===== src/design/cs_tx_defines.vh =====
// Register map and field layout constants for the control symbol request bank
`ifndef CS_TX_DEFINES_VH
`define CS_TX_DEFINES_VH

// ***************************************************************
// Register map: two words per port, port stride 0x10
// ***************************************************************
`define NUM_PORTS          4
`define PORT_IDX_W         2
`define PORT_STRIDE_LSB    4
`define OFS_MCAST_TRIGGER  4'h0
`define OFS_CS_FIELDS      4'h4
`define FIELDS_RESET       32'h00000000
`define FIELDS_LIVE_RESET  20'h00000
`define READ_ZERO          32'h00000000

// ***************************************************************
// Field positions in the transmit fields register
// ***************************************************************
`define STYPE0_HI          31
`define STYPE0_LO          29
`define PARAM1_HI          28
`define PARAM1_LO          24
`define PARAM2_HI          23
`define PARAM2_LO          19
`define STYPE1_HI          18
`define STYPE1_LO          16
`define CMD_HI             15
`define CMD_LO             13
`define EMBED_BIT          12
`define FIELDS_LIVE_W      20
`define FIELDS_LIVE_LO     12
`define RSVD_W             12

// ***************************************************************
// Symbol request encoding on the outbound side
// ***************************************************************
`define REQ_KIND_MCAST     1'b1
`define REQ_KIND_FIELDS    1'b0

`endif


===== src/design/cs_port_slot.v =====
// One port's request slot: holds a pending symbol until the link takes it
`timescale 1ns/1ns
`default_nettype none
`include "cs_tx_defines.vh"

module cs_port_slot (
  input  wire        clk,
  input  wire        rstn,
  input  wire        set_mcast,
  input  wire        set_fields,
  input  wire        take,
  output reg         pending,
  output reg         kind
);

  // ***************************************************************
  // Pending flag; a new request in the take cycle is kept
  // ***************************************************************
  always @(posedge clk or negedge rstn) begin
    if (!rstn) begin
      pending <= 1'b0;
      kind    <= `REQ_KIND_FIELDS;
    end else if (set_mcast || set_fields) begin
      pending <= 1'b1;                   // Set wins over take
      kind    <= set_mcast ? `REQ_KIND_MCAST : `REQ_KIND_FIELDS;
    end else if (take) begin
      pending <= 1'b0;
    end
  end

endmodule // cs_port_slot
`default_nettype wire


===== src/design/control_symbol_tx_request.v =====
// APB register bank that requests control symbols on four serial ports
// Behaviour
// RULE1 - Each trigger write sends one multicast symbol, data ignored. A trigger while the port's symbol is still pending merges with it.
// RULE2 - The multicast trigger register always reads as zero.
// RULE3 - Each of the four ports has its own transmit fields register.
// RULE4 - Bits 31 to 29 hold the stype0 encoding that carries both parameters.
// RULE5 - Bits 28 to 24 and 23 to 19 hold two parameters sent with stype0.
// RULE6 - Bits 18 to 16 hold the stype1 encoding that uses the command field.
// RULE7 - Bits 15 to 13 hold the command that with stype1 picks the command.
// RULE8 - With the embed bit 12 set the symbol is inserted inside a packet.
// RULE9 - Without embed symbols go at packet gaps; bits 11 to 0 read zero.
`timescale 1ns/1ns
`default_nettype none
`include "cs_tx_defines.vh"

module control_symbol_tx_request (
  input  wire        clk,
  input  wire        rstn,
  input  wire        psel,
  input  wire        penable,
  input  wire        pwrite,
  input  wire [31:0] paddr,
  input  wire [31:0] pwdata,
  output reg  [31:0] prdata,
  output reg         pready,
  output reg         pslverr,
  input  wire [3:0]  link_in_packet,
  input  wire [3:0]  link_symbol_ack,
  output reg  [3:0]  symbol_req,
  output reg  [3:0]  symbol_is_mcast,
  output reg  [3:0]  symbol_embed,
  output reg  [2:0]  symbol_stype0,
  output reg  [4:0]  symbol_param_first,
  output reg  [4:0]  symbol_param_second,
  output reg  [2:0]  symbol_stype1,
  output reg  [2:0]  symbol_cmd
);

  // ***************************************************************
  // Address decode
  // ***************************************************************
  wire       setup      = psel && !penable;
  wire [1:0] port_sel   = paddr[`PORT_STRIDE_LSB+`PORT_IDX_W-1:
                                `PORT_STRIDE_LSB];
  wire [3:0] word_ofs   = paddr[`PORT_STRIDE_LSB-1:0];
  wire       hi_zero    = ~|paddr[31:`PORT_STRIDE_LSB+`PORT_IDX_W];
  wire       hit_mcast  = hi_zero && (word_ofs == `OFS_MCAST_TRIGGER);
  wire       hit_fields = hi_zero && (word_ofs == `OFS_CS_FIELDS);
  wire       wr_now     = setup && pwrite;

  // Live field bits of all ports, one slice per port; reserved low
  // bits are never stored, so they cost no flops and read as zero
  wire [`NUM_PORTS*`FIELDS_LIVE_W-1:0] fields_all;
  wire [`NUM_PORTS-1:0]                pending;
  wire [`NUM_PORTS-1:0]                kind;
  reg  [`NUM_PORTS-1:0]                take;

  // ***************************************************************
  // Per-port storage and request slots
  // ***************************************************************
  genvar g;
  generate
    for (g = 0; g < `NUM_PORTS; g = g + 1) begin : port
      localparam integer PORT_ID = g;
      wire                      sel;
      reg  [`FIELDS_LIVE_W-1:0] store;
      assign sel = (port_sel == PORT_ID[`PORT_IDX_W-1:0]);
      // Independent copy for each port, see RULE3
      always @(posedge clk or negedge rstn) begin
        if (!rstn)
          store <= `FIELDS_LIVE_RESET;
        else if (wr_now && hit_fields && sel)
          store <= pwdata[`STYPE0_HI:`FIELDS_LIVE_LO]; // see RULE9
      end
      // Each slice has exactly one driver
      assign fields_all[g*`FIELDS_LIVE_W +: `FIELDS_LIVE_W] = store;
      // Trigger write sets the port's multicast request, merged into one already pending, see RULE1
      cs_port_slot u_slot (
        .clk        (clk),
        .rstn       (rstn),
        .set_mcast  (wr_now && hit_mcast && sel),
        .set_fields (1'b0),
        .take       (take[g]),
        .pending    (pending[g]),
        .kind       (kind[g])
      );
    end
  endgenerate

  // ***************************************************************
  // Link boundary input; the link runs on this clock, so no sync
  // ***************************************************************
  // Embedded symbols go any time; others wait for a packet gap,
  // which trades latency for never splitting a packet by accident
  integer i;
  always @* begin
    take = 4'h0;
    for (i = 0; i < `NUM_PORTS; i = i + 1)
      take[i] = symbol_req[i] && link_symbol_ack[i];
  end

  // ***************************************************************
  // Outbound request selection
  // ***************************************************************
  // Shared field bus shows the lowest pending port's fields
  reg [`PORT_IDX_W-1:0] next_port;
  reg                   next_any;
  integer               k;
  always @* begin
    next_port = {`PORT_IDX_W{1'b0}};
    next_any  = 1'b0;
    for (k = `NUM_PORTS - 1; k >= 0; k = k - 1)
      if (pending[k]) begin
        next_port = k[`PORT_IDX_W-1:0];
        next_any  = 1'b1;
      end
  end

  wire [`FIELDS_LIVE_W-1:0] f =
    fields_all[next_port*`FIELDS_LIVE_W +: `FIELDS_LIVE_W];
  wire f_embed = f[`EMBED_BIT-`FIELDS_LIVE_LO];

  // A request starts only at a packet gap unless it is embedded
  wire launch = next_any &&
                (f_embed || !link_in_packet[next_port]); // see RULE9
  wire taken  = |take;

  // ***************************************************************
  // Offer state machine
  // ***************************************************************
  // Once offered, a symbol stands until the link takes it: the link
  // answers a cycle late, so a request that came and went could be
  // lost or be acknowledged for a symbol no longer shown
  localparam [1:0] ST_IDLE  = 2'b01;
  localparam [1:0] ST_OFFER = 2'b10;
  reg [1:0] state;
  reg [1:0] next_state;

  // Next state: idle until a launch, offer until the link takes it
  always @* begin
    next_state = state;
    case (state)
      ST_IDLE: begin
        if (launch)
          next_state = ST_OFFER;
      end
      ST_OFFER: begin
        if (taken)
          next_state = ST_IDLE;
      end
      default: begin
        next_state = ST_IDLE;
      end
    endcase
  end

  // State register
  always @(posedge clk or negedge rstn) begin
    if (!rstn)
      state <= ST_IDLE;
    else
      state <= next_state;
  end

  // ***************************************************************
  // Outbound symbol registers
  // ***************************************************************
  // Fields are copied at launch and held, so a fields write during
  // the offer cannot change a symbol already on its way; the cost is
  // one idle cycle between two symbols
  always @(posedge clk or negedge rstn) begin
    if (!rstn) begin
      symbol_req          <= 4'h0;
      symbol_is_mcast     <= 4'h0;
      symbol_embed        <= 4'h0;
      symbol_stype0       <= 3'h0;
      symbol_param_first  <= 5'h0;
      symbol_param_second <= 5'h0;
      symbol_stype1       <= 3'h0;
      symbol_cmd          <= 3'h0;
    end else begin
      case (state)
        ST_IDLE: begin
          if (launch) begin
            symbol_req[next_port]      <= 1'b1;
            symbol_is_mcast[next_port] <= kind[next_port];
            symbol_embed[next_port]    <= f_embed;        // see RULE8
            symbol_stype0       <= f[`STYPE0_HI-`FIELDS_LIVE_LO:
                                     `STYPE0_LO-`FIELDS_LIVE_LO]; // see RULE4
            symbol_param_first  <= f[`PARAM1_HI-`FIELDS_LIVE_LO:
                                     `PARAM1_LO-`FIELDS_LIVE_LO]; // see RULE5
            symbol_param_second <= f[`PARAM2_HI-`FIELDS_LIVE_LO:
                                     `PARAM2_LO-`FIELDS_LIVE_LO]; // see RULE5
            symbol_stype1       <= f[`STYPE1_HI-`FIELDS_LIVE_LO:
                                     `STYPE1_LO-`FIELDS_LIVE_LO]; // see RULE6
            symbol_cmd          <= f[`CMD_HI-`FIELDS_LIVE_LO:
                                     `CMD_LO-`FIELDS_LIVE_LO];    // see RULE7
          end
        end
        ST_OFFER: begin
          // The ack cycle ends the offer, one symbol per pending request
          if (taken) begin
            symbol_req      <= 4'h0;                      // see RULE1
            symbol_is_mcast <= 4'h0;
            symbol_embed    <= 4'h0;
          end
        end
        default: begin
          symbol_req      <= 4'h0;
          symbol_is_mcast <= 4'h0;
          symbol_embed    <= 4'h0;
        end
      endcase
    end
  end

  // ***************************************************************
  // APB answer: no wait states, read data registered
  // ***************************************************************
  // Addressed port's live bits; reserved bits are padded on read
  wire [`FIELDS_LIVE_W-1:0] rd_fields =
    fields_all[port_sel*`FIELDS_LIVE_W +: `FIELDS_LIVE_W];

  // Answer registers; an unmapped address errors and reads zero
  always @(posedge clk or negedge rstn) begin
    if (!rstn) begin
      prdata  <= `READ_ZERO;
      pready  <= 1'b0;
      pslverr <= 1'b0;
    end else begin
      pready  <= setup;
      pslverr <= setup && !(hit_mcast || hit_fields);
      if (setup && !pwrite && hit_fields)
        prdata <= {rd_fields, {`RSVD_W{1'b0}}};        // see RULE9
      else
        prdata <= `READ_ZERO;                          // see RULE2
    end
  end

endmodule // control_symbol_tx_request
`default_nettype wire


===== config.mk =====
export PLATFORM = sky130hd
export DESIGN_NAME = control_symbol_tx_request
export DESIGN_NICKNAME = d
export VERILOG_FILES = /design/src/design/cs_port_slot.v /design/src/design/control_symbol_tx_request.v
export VERILOG_INCLUDE_DIRS = /design/src /design/src/design
export SDC_FILE = /design/constraint.sdc
export NUM_CORES = 1
export LEC_CHECK = 0
export CORE_MARGIN = 10
export CORE_UTILIZATION = 58
export CTS_BUF_LIST = sky130_fd_sc_hd__clkbuf_16
export DETAILED_ROUTE_END_ITERATION = 8
export DONT_BUFFER_PORTS = 1
export GPL_ROUTABILITY_DRIVEN = 0
export GPL_TIMING_DRIVEN = 0
export HOLD_SLACK_MARGIN = 0.06
export PLACE_DENSITY = 0.74
export SKIP_CTS_REPAIR_TIMING = 1
export SYNTH_ARGS = -nofsm -noshare
export SYNTH_HDL_FRONTEND = slang
export SYNTH_SLANG_ARGS = --single-unit

===== constraint.sdc =====
create_clock -name clk -period 2.4 [get_ports clk]
set_input_delay 0.36 -clock clk [delete_from_list [all_inputs] [get_ports clk]]
set_output_delay 0.36 -clock clk [all_outputs]
set_load 0.005 [all_outputs]

### Word level (Yosys, flattened, before mapping)

Index checks and enable logic that the tools add are counted.
W data, S select, Z words.

* logic and storage cells: 114
* output and inout bits: 65
* bits of input ports: 77
* flip-flop bits (word level): 155

* $lt $le $gt $ge: 2
* mux-type cells: 35
* reductions and logical operators: 40
* $mul: 2
* shift-type cells: 2
* bitwise logic cells: 1
* equal/unequal tests: 8

Operators with widths (count)
* $shiftx A80 B8 Y20: 2
* $mux W32: 1
* $reduce_or A26 Y1: 1
* $pmux W4 S2: 3
* $logic_and A1 B1 Y1: 23
* $mux W4: 4
* $mux W1: 15
* $mux W2: 6
* $mul A2 B3 Y5 const B: 2
* $bwmux W4: 2
* $reduce_bool A2 Y1: 4
* $eq A2 B2 Y1 const B: 3
* $logic_not A1 Y1: 5
* $bmux W1 S2: 2
* $eq A2 B1 Y1 const B: 2
* $eq A4 B3 Y1 const B: 1
* $logic_not A4 Y1: 1
* $ne A2 B2 Y1 const B: 2
* $or A4 B4 Y4: 1
* $pmux W2 S2: 1
* $reduce_and A2 Y1: 2
* $reduce_or A4 Y1: 1
* $lt A2 B3 Y1 const B: 1
* $demux W1 S2: 1
* other kinds (3): 4

### Logic depth before layout (Yosys ltp)

Gate-level depths: netlist of the first run.

* depth in word-level cells: 11
* gate-level depth with buffers: 8
* depth with buffers taken out: 6

### Hierarchy

A second synthesis of the first run with hierarchy kept.

* cells, all modules: 511
* area total of the unflattened synthesis: 6623.9 sq um

By module, submodules not included
* control_symbol_tx_request: seq. area each 3379.5 sq um, area each 6328.6 sq um, instances 1, cells an instance 483
* cs_port_slot: seq. area each 50.0 sq um, area each 73.8 sq um, instances 4, cells an instance 7

### Worst setup path before layout of the first run

OpenSTA, ideal clock, no wires.

* kind: register to register
* from: reg port[2].u_slot.pending
* to: reg symbol_param_first[0]
* data arrival time: 1.891 ns
* setup slack: 0.384 ns
* required time: 2.275 ns
* stages on the path, launching flop included: 9
* period minus slack after synthesis: 2.016 ns
* library setup time: 0.125 ns
* path buffers: 3
* cells stage by stage: dfrtp_1 > buf_2 > or4_1 > o221ai_1 > o32a_2 > buf_6 > nor2_8 > buf_12 > mux2_4

* longest elaborated chain between the ends: 9
* elaborated cells on any way between the ends: 14
* classes of those cells: 1 x mul; 1 x shift; 8 x mux; 4 x reduce/logical

Ends and longest elaborated chain
* start, declared: line cs_port_slot.v:12 `output reg pending,`
* start signal, assigned: line cs_port_slot.v:21 `pending <= 1'b0;`
* start signal, assigned: line cs_port_slot.v:24 `pending <= 1'b1;`
* start signal, assigned: line cs_port_slot.v:27 `pending <= 1'b0;`
* parallel branches: the longest is 9 deep, another holds $mul A2 B3 Y5
* end signal, assigned: line control_symbol_tx_request.v:190 `` symbol_param_first <= f[`PARAM1_HI-`FIELDS_LIVE_LO: ``
* end, declared: line control_symbol_tx_request.v:33 `output reg [4:0] symbol_param_first,`

Parallel ways; which one is timed is not known. The select of a mux whose other input is x is not followed.
A chain may end at the register's enable or synchronous reset.

### Worst setup path after layout of the first run

* from: reg port[1].u_slot.pending
* to: reg symbol_param_second[0]

* longest elaborated chain between the ends: 8
* elaborated cells on any way between the ends: 12
* classes of those cells: 1 x mul; 1 x shift; 6 x mux; 4 x reduce/logical

Ends and longest elaborated chain
* start, declared: line cs_port_slot.v:12
* start signal, assigned: line cs_port_slot.v:21
* start signal, assigned: line cs_port_slot.v:24
* start signal, assigned: line cs_port_slot.v:27
* parallel branches: the longest is 8 deep, another holds $mul A2 B3 Y5
* end signal, assigned: line control_symbol_tx_request.v:192 `` symbol_param_second <= f[`PARAM2_HI-`FIELDS_LIVE_LO: ``
* end, declared: line control_symbol_tx_request.v:34 `output reg [4:0] symbol_param_second,`

Parallel ways; which one is timed is not known. The select of a mux whose other input is x is not followed.

==> results.ini, run 1 <==
[setup_path]
reg2reg_depth = 8
cp-start-kind = register
arrival_ns = 2.58
rrSetupSlack_ns = 0.11
worstPathMaxFanout = 10
required_ns = 2.70
end_kind = register
crit_type = reg2reg

[logic_synthesis]
ys_seq_elements = 143
avgSynthCellArea_um2 = 13.3
yosys.area.top_type = dfrtp_1
ys.flop_type = dfrtp_1
ys_warn_count = 0
synth.top_cell.area_share_pct = 54.2
async_flop_share_pct = 100
synthDistinctLibCells = 48
synth_edf_count = 0
synthCells = 492
ys_seq_area_share_pct = 54.6
syn-cell-area_mm2 = 0.00656
ys_top_cells_by_area = dfrtp_1 (54%), mux2_2 (15%), mux4_2 (6.9%)

[sta]
maxSlewHeadroom_pct = 38.7
setup_viol = 0
period_share_pct = 95.2
hold_viol = 143
period_minus_slack_ns = 2.29
maxSlewViolCount = 0
fin_skew_ns = 0.00498
fmax_mhz = 438
worst_pin_slew_ns = 0.911
grt_setup_unrepaired = no
tns_ns = 0
holdWs_ns = -0.365

[routing]
num_vias = 4202
dr.first_iter.drc_count = 457
route.detailed.drc = 0
wl_per_cell_um = 23.3
viasPerCell = 6.23
wl_um = 15700
first_pass_iters = 8
antenna_violating_nets_post_route = 0

[floorplanning]
fp.dieArea_mm2 = 0.0160
design.portCount = 142
rows = 38
initial_core_util_pct = 60.0
dieWidth_um = 126
die_y_um = 126
core-area_mm2 = 0.0109

[cts]
htree_levels = 4
clockRootBuffer = clkbuf_16
clk_pin_slew_ns = 0.06
clk_latency_ns = 0.41
cts_buffers = 17
cts.sinks = 143
cts_tree = yes
clockBufferDepth = 2

[global_route]
grt_remaining_overflow = 0
grt_pass1_vias = 4499
antenna_found_initial = 0
grt_use_total_pct = 19.6
grt_pass1_wl_um = 24800
grt_max_degree = 144

[pwr]
max-vdd-ir-drop_mv = 0.411
power_density_mw_per_mm2 = 670
leakagePower_nw = 3.51

[job]
maxCapViolations = 0

[cells_and_area]
area_growth_pct = 11.6
final_nets = 599
drive_above_1_share_pct = 34.6
postLayoutCoreUtil_pct = 67.0
fillers = 808
diodes = 0

[min_path]
hold_class = in2async

[placed_design]
hpwlAfterDp_um = 10800
io_buffers = 0

[run_status]
violations = hold timing
status = finished with violations

## logic make-up (layout without fill, tap and decap cells)
kind of cell | after synthesis | count (layout) | synth area share, %
simple gates | 138 | 138 | 11.1
flops | 143 | 143 | 54.6
compound gates | 46 | 46 | 5.91
mux | 119 | 119 | 24.4
other cells | 1 | 12 | 0.0572
buf+inv | 45 | 76 | 3.91
## power by group
| part | leakage (nW) | internal [mW] | switching, mW |
|---|---|---|---|
| registers | 1.98 | 2.41 | 0.000995 |
| clock network | 0.243 | 1.41 | 1.01 |
| logic | 1.29 | 0.0329 | 0.0343 |
## worst paths after layout
check	startpoint	to
max in group asynchronous	rstn	prdata[12]$_DFF_PN0_
max reg2reg	port[1].u_slot.pending$_DFFE_PN0P_	symbol_param_second[0]$_DFFE_PN0P_
min	rstn	port[3].u_slot.pending$_DFFE_PN0P_
min in group clk	pwdata[29]	port[0].store[17]$_DFFE_PN0P_
min reg2reg	port[1].u_slot.kind$_DFFE_PN0P_	port[1].u_slot.kind$_DFFE_PN0P_
max	port[1].u_slot.pending$_DFFE_PN0P_	symbol_param_second[0]$_DFFE_PN0P_
## cell usage after synthesis, drive strengths merged, types with 2 or more instances
master	number
and3b	2
clkbuf	14
nor3	2
a222oi	20
nand4b	2
nand4	2
nand2	66
o211ai	6
o31ai	6
nand3	2
nand2b	7
o22ai	2
mux4	20
nand3b	3
o21ai	6
nor2	8
dfrtp	142
or4b	2
and2	3
buf	29
nor2b	22
mux2	99
inv	2
or2b	2
nor4	8
or3	2
## cell type report
cell class,instances,area [um2],area share (%)
sequential,143,3580,48.9
clock inverter,14,121,1.66
buffer,43,249,3.40
clock buffer,17,425,5.81
multi-input combinational,315,2770,37.8
tap,140,175,2.39
inverter,2,7.51,0.103
## registers in the layout, indices dropped and copies added (netlist names), 4 cells and up
signal	flops
port.store	80
port.u_slot.kind	4
port.u_slot.pending	4
prdata	20
symbol_embed	4
symbol_is_mcast	4
symbol_param_first	5
symbol_param_second	5
symbol_req	4
## routing by layer
| layer | track usage (%) | vias to the layer above | wire length (um) |
|---|---|---|---|
| met3 | 6.87 | 19 | 1460 |
| met1 | 23.0 | 2150 | 6130 |
| li1 | - | 1846 | - |
| met5 | 0 | - | 0 |
| met2 | 32.7 | 187 | 7880 |
| met4 | 6.90 | 0 | 239 |
## through the flow
stage / instance area [um2] / hold WS [ns] / setup slack (ns) / power, mW / std cells
floorplan: 6600 / 0.0644 / 0.384 / 2.51 / 503
global placement: 6780 / 0.0686 / 0.115 / 2.52 / 643
detailed placement: 6780 / 0.0689 / 0.0512 / 2.52 / 643
CTS: 7320 / -0.378 / 0.125 / 4.94 / 674
global route: 7320 / -0.379 / 0.0192 / 5.04 / 674
finish: 7320 / -0.365 / 0.114 / 4.91 / 674
## layout by cell type, fill, tap and decap left out, drive strengths merged, types with 3 or more instances in the layout
master / Yosys / layout
dfrtp: 142 / 142
mux2: 99 / 99
nand2: 66 / 66
clkbuf: 14 / 31
buf: 29 / 29
nor2b: 22 / 22
mux4: 20 / 20
a222oi: 20 / 20
conb: 1 / 12
nor4: 8 / 8
clkinvlp: 0 / 8
nor2: 8 / 8
nand2b: 7 / 7
o21ai: 6 / 6
o211ai: 6 / 6
o31ai: 6 / 6
clkinv: 0 / 4
and2: 3 / 3
nand3b: 3 / 3
inv: 2 / 3
## worst max-delay path, cell delays in order (launching register included)
cell and delay [ns]:
dfrtp_1 0.40, buf_2 0.19, or2b_2 0.23, o21ai_0 0.10, o32a_2 0.34, buf_6 0.15, nor2_8 0.23, buf_12 0.20
mux2_4 0.30
Note: power is estimated with default switching activity, not from simulation.
==> inputs of run 2 (changes only) <==
CORE_MARGIN = 1.5   (was 10)
CTS_BUF_LIST = sky130_fd_sc_hd__clkbuf_8   (was sky130_fd_sc_hd__clkbuf_16)
==> results.ini, run 2 (synthesis results as in run 1) <==
[floorplanning]
rows = 38  ; unchanged
design.portCount = 142  ; unchanged
core-area_mm2 = 0.0109  ; unchanged
dieWidth_um = 109  ; -13%
initial_core_util_pct = 60.0  ; unchanged
fp.dieArea_mm2 = 0.0120  ; -25%
die_y_um = 109  ; -13%

[placed_design]
hpwlAfterDp_um = 9880  ; -8.3%
place_area_mm2 = 0.00678  ; unchanged
io_buffers = 0  ; unchanged
place_ws_ns = 0.0552  ; +0.00402 ns

[sta]
maxSlewViolCount = 0  ; unchanged
worst_pin_slew_ns = 0.833  ; -0.0776 ns
fin_skew_ns = 0.0101  ; +0.00512 ns
fmax_mhz = 436  ; -0.41%
period_minus_slack_ns = 2.29  ; +0.00942 ns
period_share_pct = 95.6  ; +0.39 points
setup_viol = 0  ; unchanged
holdWs_ns = -0.392  ; -0.0272 ns
grt_setup_unrepaired = no
hold_viol = 143  ; unchanged
tns_ns = 0  ; unchanged
worst_slack_ns = 0.105  ; -0.00942 ns
maxSlewHeadroom_pct = 43.9  ; +5.2 points

[setup_path]
crit_type = reg2reg
r2r_start = port[1].u_slot.pending$_DFFE_PN0P_
critical-path-max-stage-delay_ns = 0.42  ; +0.02 ns
cp_cell_sequence = buf_2 -> or2b_2 -> o21ai_0 -> o32a_2 -> buf_6 -> nor2_8 -> buf_12 -> mux2_4
cp_slowest_cell = dfrtp_1
required_ns = 2.72  ; +0.02 ns
end_kind = register
worst_path_dominant_cell_family = buffers and inverters
cp-start-kind = register
crit_path_start = port[1].u_slot.pending$_DFFE_PN0P_
arrival_ns = 2.62  ; +0.04 ns
path_buf_inv = 3  ; unchanged
worstPathMaxFanout = 10  ; unchanged

[cts]
clk_pin_slew_ns = 0.08  ; +0.02 ns
clockBufferDepth = 2  ; unchanged
cts.sinks = 143  ; unchanged
clockRootBuffer = clkbuf_8
cts_buffers = 17  ; unchanged
clk_latency_ns = 0.44  ; +0.03 ns
cts_tree = yes
htree_levels = 4  ; unchanged

[global_route]
grt_pass1_vias = 4532  ; +0.73%
grt_max_degree = 144  ; unchanged
grt_remaining_overflow = 0  ; unchanged
antenna_found_initial = 0  ; unchanged
grt_use_total_pct = 27.3  ; +7.7 points
grt_pass1_wl_um = 23900  ; -3.5%

[cells_and_area]
final_cell_mix = dfrtp_1 (142), mux2_2 (89), nand2_1 (66), nor2b_1 (22), dlygate4sd3_1 (21)
largestRegisters = port.store (80), prdata (20)
layout_commonest_cell = dfrtp_1
max_flop_register = port.store
area_growth_pct = 12.6
design_area_mm2 = 0.00739  ; +0.87%
diodes = 0  ; unchanged
final_nets = 620  ; +3.5%
fillers = 841  ; +4.1%
largest_register_ffs = 80  ; unchanged
drive_above_1_share_pct = 33.5  ; -1.2 points

[routing]
viasPerCell = 6.21  ; -0.35%
antenna_violating_nets_post_route = 0  ; unchanged
route.detailed.drc = 0  ; unchanged
wl_um = 15500  ; -1.6%
first_pass_iters = 5  ; -3
wl_per_cell_um = 22.2  ; -4.7%
num_vias = 4324  ; +2.9%
dr.first_iter.drc_count = 407  ; -11%

[pwr]
max-vdd-ir-drop_mv = 0.381  ; -7.2%
power_density_mw_per_mm2 = 600  ; -10%
leakagePower_nw = 3.54  ; +0.83%

[min_path]
hold_class = in2async

[run_status]
status = finished with violations
violations = hold timing

[job]
maxCapViolations = 0  ; unchanged

## run 2: cell types whose count changed in the layout (fill, tap and decap cells not counted)
| cell | previous run | this run |
|---|---|---|
| bufinv_16 | 1 | 2 |
| clkinvlp_4 | 8 | 7 |
| dlygate4sd3_1 | 0 | 21 |
| clkinv_1 | 1 | 0 |
| clkbuf_16 | 17 | 0 |
| inv_1 | 2 | 3 |
| clkinv_2 | 2 | 1 |
| inv_6 | 1 | 2 |
| clkinv_4 | 1 | 0 |
| clkbuf_8 | 0 | 19 |
## run 2: layout make-up
type,instances,area (um2),share of cell area (%)
sequential,143,3580,48.5
multi-input combinational,315,2770,37.4
clock buffer,19,262,3.54
buffer,43,249,3.37
timing repair buffer,21,210,2.85
tap,140,175,2.37
clock inverter,13,139,1.88
inverter,2,7.51,0.102
## run 2: worst register-to-register path, delay by kind of cell, from the launching register on
family	cells	cell delay, ns
AND/OR/NAND/NOR	2	0.45
AO/OA/AOI/OAI	2	0.45
multiplexers	1	0.32
buffers and inverters	3	0.55
flip-flops	1	0.42
## run 2: where the power goes
part           internal, mW  leakage (nW)  total, mW  switching [mW]
clock network         0.978         0.184       1.92           0.941
registers              2.41          1.98       2.41        0.000827
logic                0.0560          1.38      0.104          0.0478
## run 2: path summary, 6_finish.rpt
check / endpoint / cells after the start / slack, ns
worst max-delay path: symbol_param_second[1]$_DFFE_PN0P_ / 8 / 0.11
worst min-delay path: state[1]$_DFFE_PN0P_ / 0 / -0.39
worst max register to register: symbol_param_second[1]$_DFFE_PN0P_ / 8 / 0.11
worst min register to register: port[1].u_slot.kind$_DFFE_PN0P_ / 1 / 0.48
max in group asynchronous: state[0]$_DFFE_PN1P_ / 0 / 2.60
min in group clk: port[2].store[19]$_DFFE_PN0P_ / 1 / 0.07
## run 2: stage by stage
step / utilization (%) / instances / hold WS, ns / total power, mW
after floorplan: - / 503 / 0.0644 / 2.51
after global placement: 62.0 / 643 / 0.0675 / 2.52
after detailed placement: 62.0 / 643 / 0.0677 / 2.52
after CTS: 65.6 / 675 / -0.409 / 4.41
after global routing: 67.6 / 696 / -0.419 / 4.58
final: 67.6 / 696 / -0.392 / 4.43
## run 2: layer usage
metal | GRT usage, % | routed length [um] | part of all wire (%)
met5 | 0 | 0 | 0
met2 | 42.5 | 7540 | 49
met1 | 36.5 | 6530 | 42
met3 | 7.35 | 1020 | 6.6
met4 | 11.3 | 355 | 2.3
==> inputs of run 3 (changes only) <==
SETUP_SLACK_MARGIN = 0.3   (was unset)
==> results.ini, run 3 (synthesis results as in run 1) <==
[pwr]
power_mw = 4.43  ; -0.15%
power_frac_comb_pct = 2.4  ; about the same
pwr-share-clk_pct = 43.2  ; about the same
power_density_mw_per_mm2 = 584  ; -2.7%
leakagePower_nw = 3.63  ; +2.4%
p_sw_share_pct = 22.2  ; -0.13 points
intPower_mw = 3.44  ; about the same
max-vdd-ir-drop_mv = 0.381  ; about the same
p_sw_uw = 982  ; -0.73%
power_frac_seq_pct = 54.5  ; about the same

[cts]
clk_latency_ns = 0.44  ; about the same
cts_tree = yes
htree_levels = 4  ; unchanged
clockRootBuffer = clkbuf_8
cts.sinks = 143  ; unchanged
clk_pin_slew_ns = 0.08  ; about the same
cts_buffers = 17  ; unchanged
clockBufferDepth = 2  ; unchanged

[floorplanning]
initial_core_util_pct = 60.0  ; unchanged
fp.dieArea_mm2 = 0.0120  ; unchanged
rows = 38  ; unchanged
design.portCount = 142  ; unchanged
die_y_um = 109  ; unchanged
core-area_mm2 = 0.0109  ; unchanged
dieWidth_um = 109  ; unchanged

[global_route]
met2_usage_pct = 42.5  ; unchanged
grt_pass1_wl_um = 23900  ; unchanged
antenna_found_initial = 0  ; unchanged
use_met3_pct = 7.35  ; unchanged
grt_max_degree = 144  ; unchanged
grt_busiest_layer = met2
grt_use_total_pct = 27.3  ; unchanged
met1_usage_pct = 36.5  ; unchanged
grt_remaining_overflow = 0  ; unchanged
grt_pass1_vias = 4532  ; unchanged

[cells_and_area]
layout_commonest_cell = dfrtp_1
fin_cells = 704  ; +1.1%
final_nets = 628  ; +1.3%
diodes = 0  ; unchanged
largestRegisters = port.store (80), prdata (20)
area_growth_pct = 15.5
max_flop_register = port.store
fillers = 807  ; -4.0%
largest_register_ffs = 80  ; unchanged
final_cell_mix = dfrtp_1 (141), mux2_2 (81), nand2_1 (66), nor2b_1 (22), dlygate4sd3_1 (21)
drive_above_1_share_pct = 37.4  ; +4.0 points

[placed_design]
place_inst = 643  ; unchanged
place_ws_ns = 0.0552  ; unchanged
io_buffers = 0  ; unchanged
hpwlAfterDp_um = 9880  ; unchanged

[routing]
num_vias = 4404  ; +1.9%
wl_per_cell_um = 22.6  ; +1.6%
route.detailed.drc = 0  ; unchanged
wl_um = 15900  ; +2.8%
antenna_violating_nets_post_route = 0  ; unchanged
first_pass_iters = 5  ; unchanged
viasPerCell = 6.26  ; +0.69%
dr.first_iter.drc_count = 408  ; +0.25%

[min_path]
hold_class = in2async

[sta]
holdWs_ns = -0.389  ; +0.00347 ns
period_minus_slack_ns = 2.13  ; -0.165 ns
worst_pin_slew_ns = 0.848  ; +0.0144 ns
setup_viol = 0  ; unchanged
maxSlewViolCount = 0  ; unchanged
hold_viol = 143  ; unchanged
worst_slack_ns = 0.271  ; +0.165 ns
fmax_mhz = 470  ; +7.8%
grt_setup_unrepaired = yes
tns_ns = 0  ; unchanged
maxSlewHeadroom_pct = 43.0  ; -0.97 points
period_share_pct = 88.7  ; -6.9 points
fin_skew_ns = 0.0125  ; +0.00239 ns

[setup_path]
arrival_ns = 2.45  ; -0.17 ns
end_kind = register
cp-start-kind = register
crit_type = reg2reg
required_ns = 2.72  ; about the same
worstPathMaxFanout = 10  ; unchanged

[run_status]
status = finished with violations
violations = hold timing

[job]
maxCapViolations = 0  ; unchanged

[run 3: metal layers]
layer | up-vias | routed length (um)
met1 | 2290 | 6520
li1 | 1909 | -
met4 | 0 | 308
met2 | 180 | 7960
met5 | - | 0
met3 | 25 | 1090
[run 3: worst paths after layout]
check,startpoint,to,slack [ns],cells after the start
setup / recovery,port[1].u_slot.pending$_DFFE_PN0P_,symbol_param_second[1]$_DFFE_PN0P_,0.27,8
hold / removal,rstn,symbol_embed[3]$_DFFE_PN0P_,-0.39,0
setup reg to reg,port[1].u_slot.pending$_DFFE_PN0P_,symbol_param_second[1]$_DFFE_PN0P_,0.27,8
hold reg to reg,port[1].u_slot.kind$_DFFE_PN0P_,port[1].u_slot.kind$_DFFE_PN0P_,0.48,1
max in group asynchronous,rstn,state[0]$_DFFE_PN1P_,2.51,0
min in group clk,pwdata[16],port[3].store[4]$_DFFE_PN0P_,0.07,1
[run 3: layout make-up]
class / count / area (um2) / share of cell area [%]
multi-input combinational: 315 / 2850 / 37.7
tap: 140 / 175 / 2.31
inverter: 2 / 7.51 / 0.0991
buffer: 43 / 278 / 3.67
sequential: 143 / 3580 / 47.3
clock inverter: 13 / 139 / 1.83
timing repair buffer: 29 / 283 / 3.73
clock buffer: 19 / 262 / 3.45
[run 3: worst max-delay path, stage by stage, from the launching register on]
cell	delay, ns
dfrtp_1	0.42
buf_4	0.15
or4b_4	0.53
o21ai_2	0.09
o32a_4	0.19
buf_8	0.12
nor2_8	0.06
buf_12	0.15
mux2_4	0.30
[run 3: power groups by stage]
| stage | registers (mW) | logic [mW] | clock network [mW] |
|---|---|---|---|
| global route | 2.41 | 0.114 | 2.06 |
| detailed placement | 2.46 | 0.0664 | 0 |
| finish | 2.41 | 0.104 | 1.91 |
| floorplan | 2.46 | 0.0556 | 0 |
| CTS | 2.41 | 0.0663 | 1.94 |
| global placement | 2.46 | 0.0650 | 0 |
[run 3: through the flow]
step	util, %	cell area [um2]	hold WS (ns)
after floorplan	-	6600	0.0644
after CTS	65.6	7180	-0.409
after global placement	62.0	6780	0.0675
final	69.3	7580	-0.389
after global routing	69.3	7580	-0.417
after detailed placement	62.0	6780	0.0677
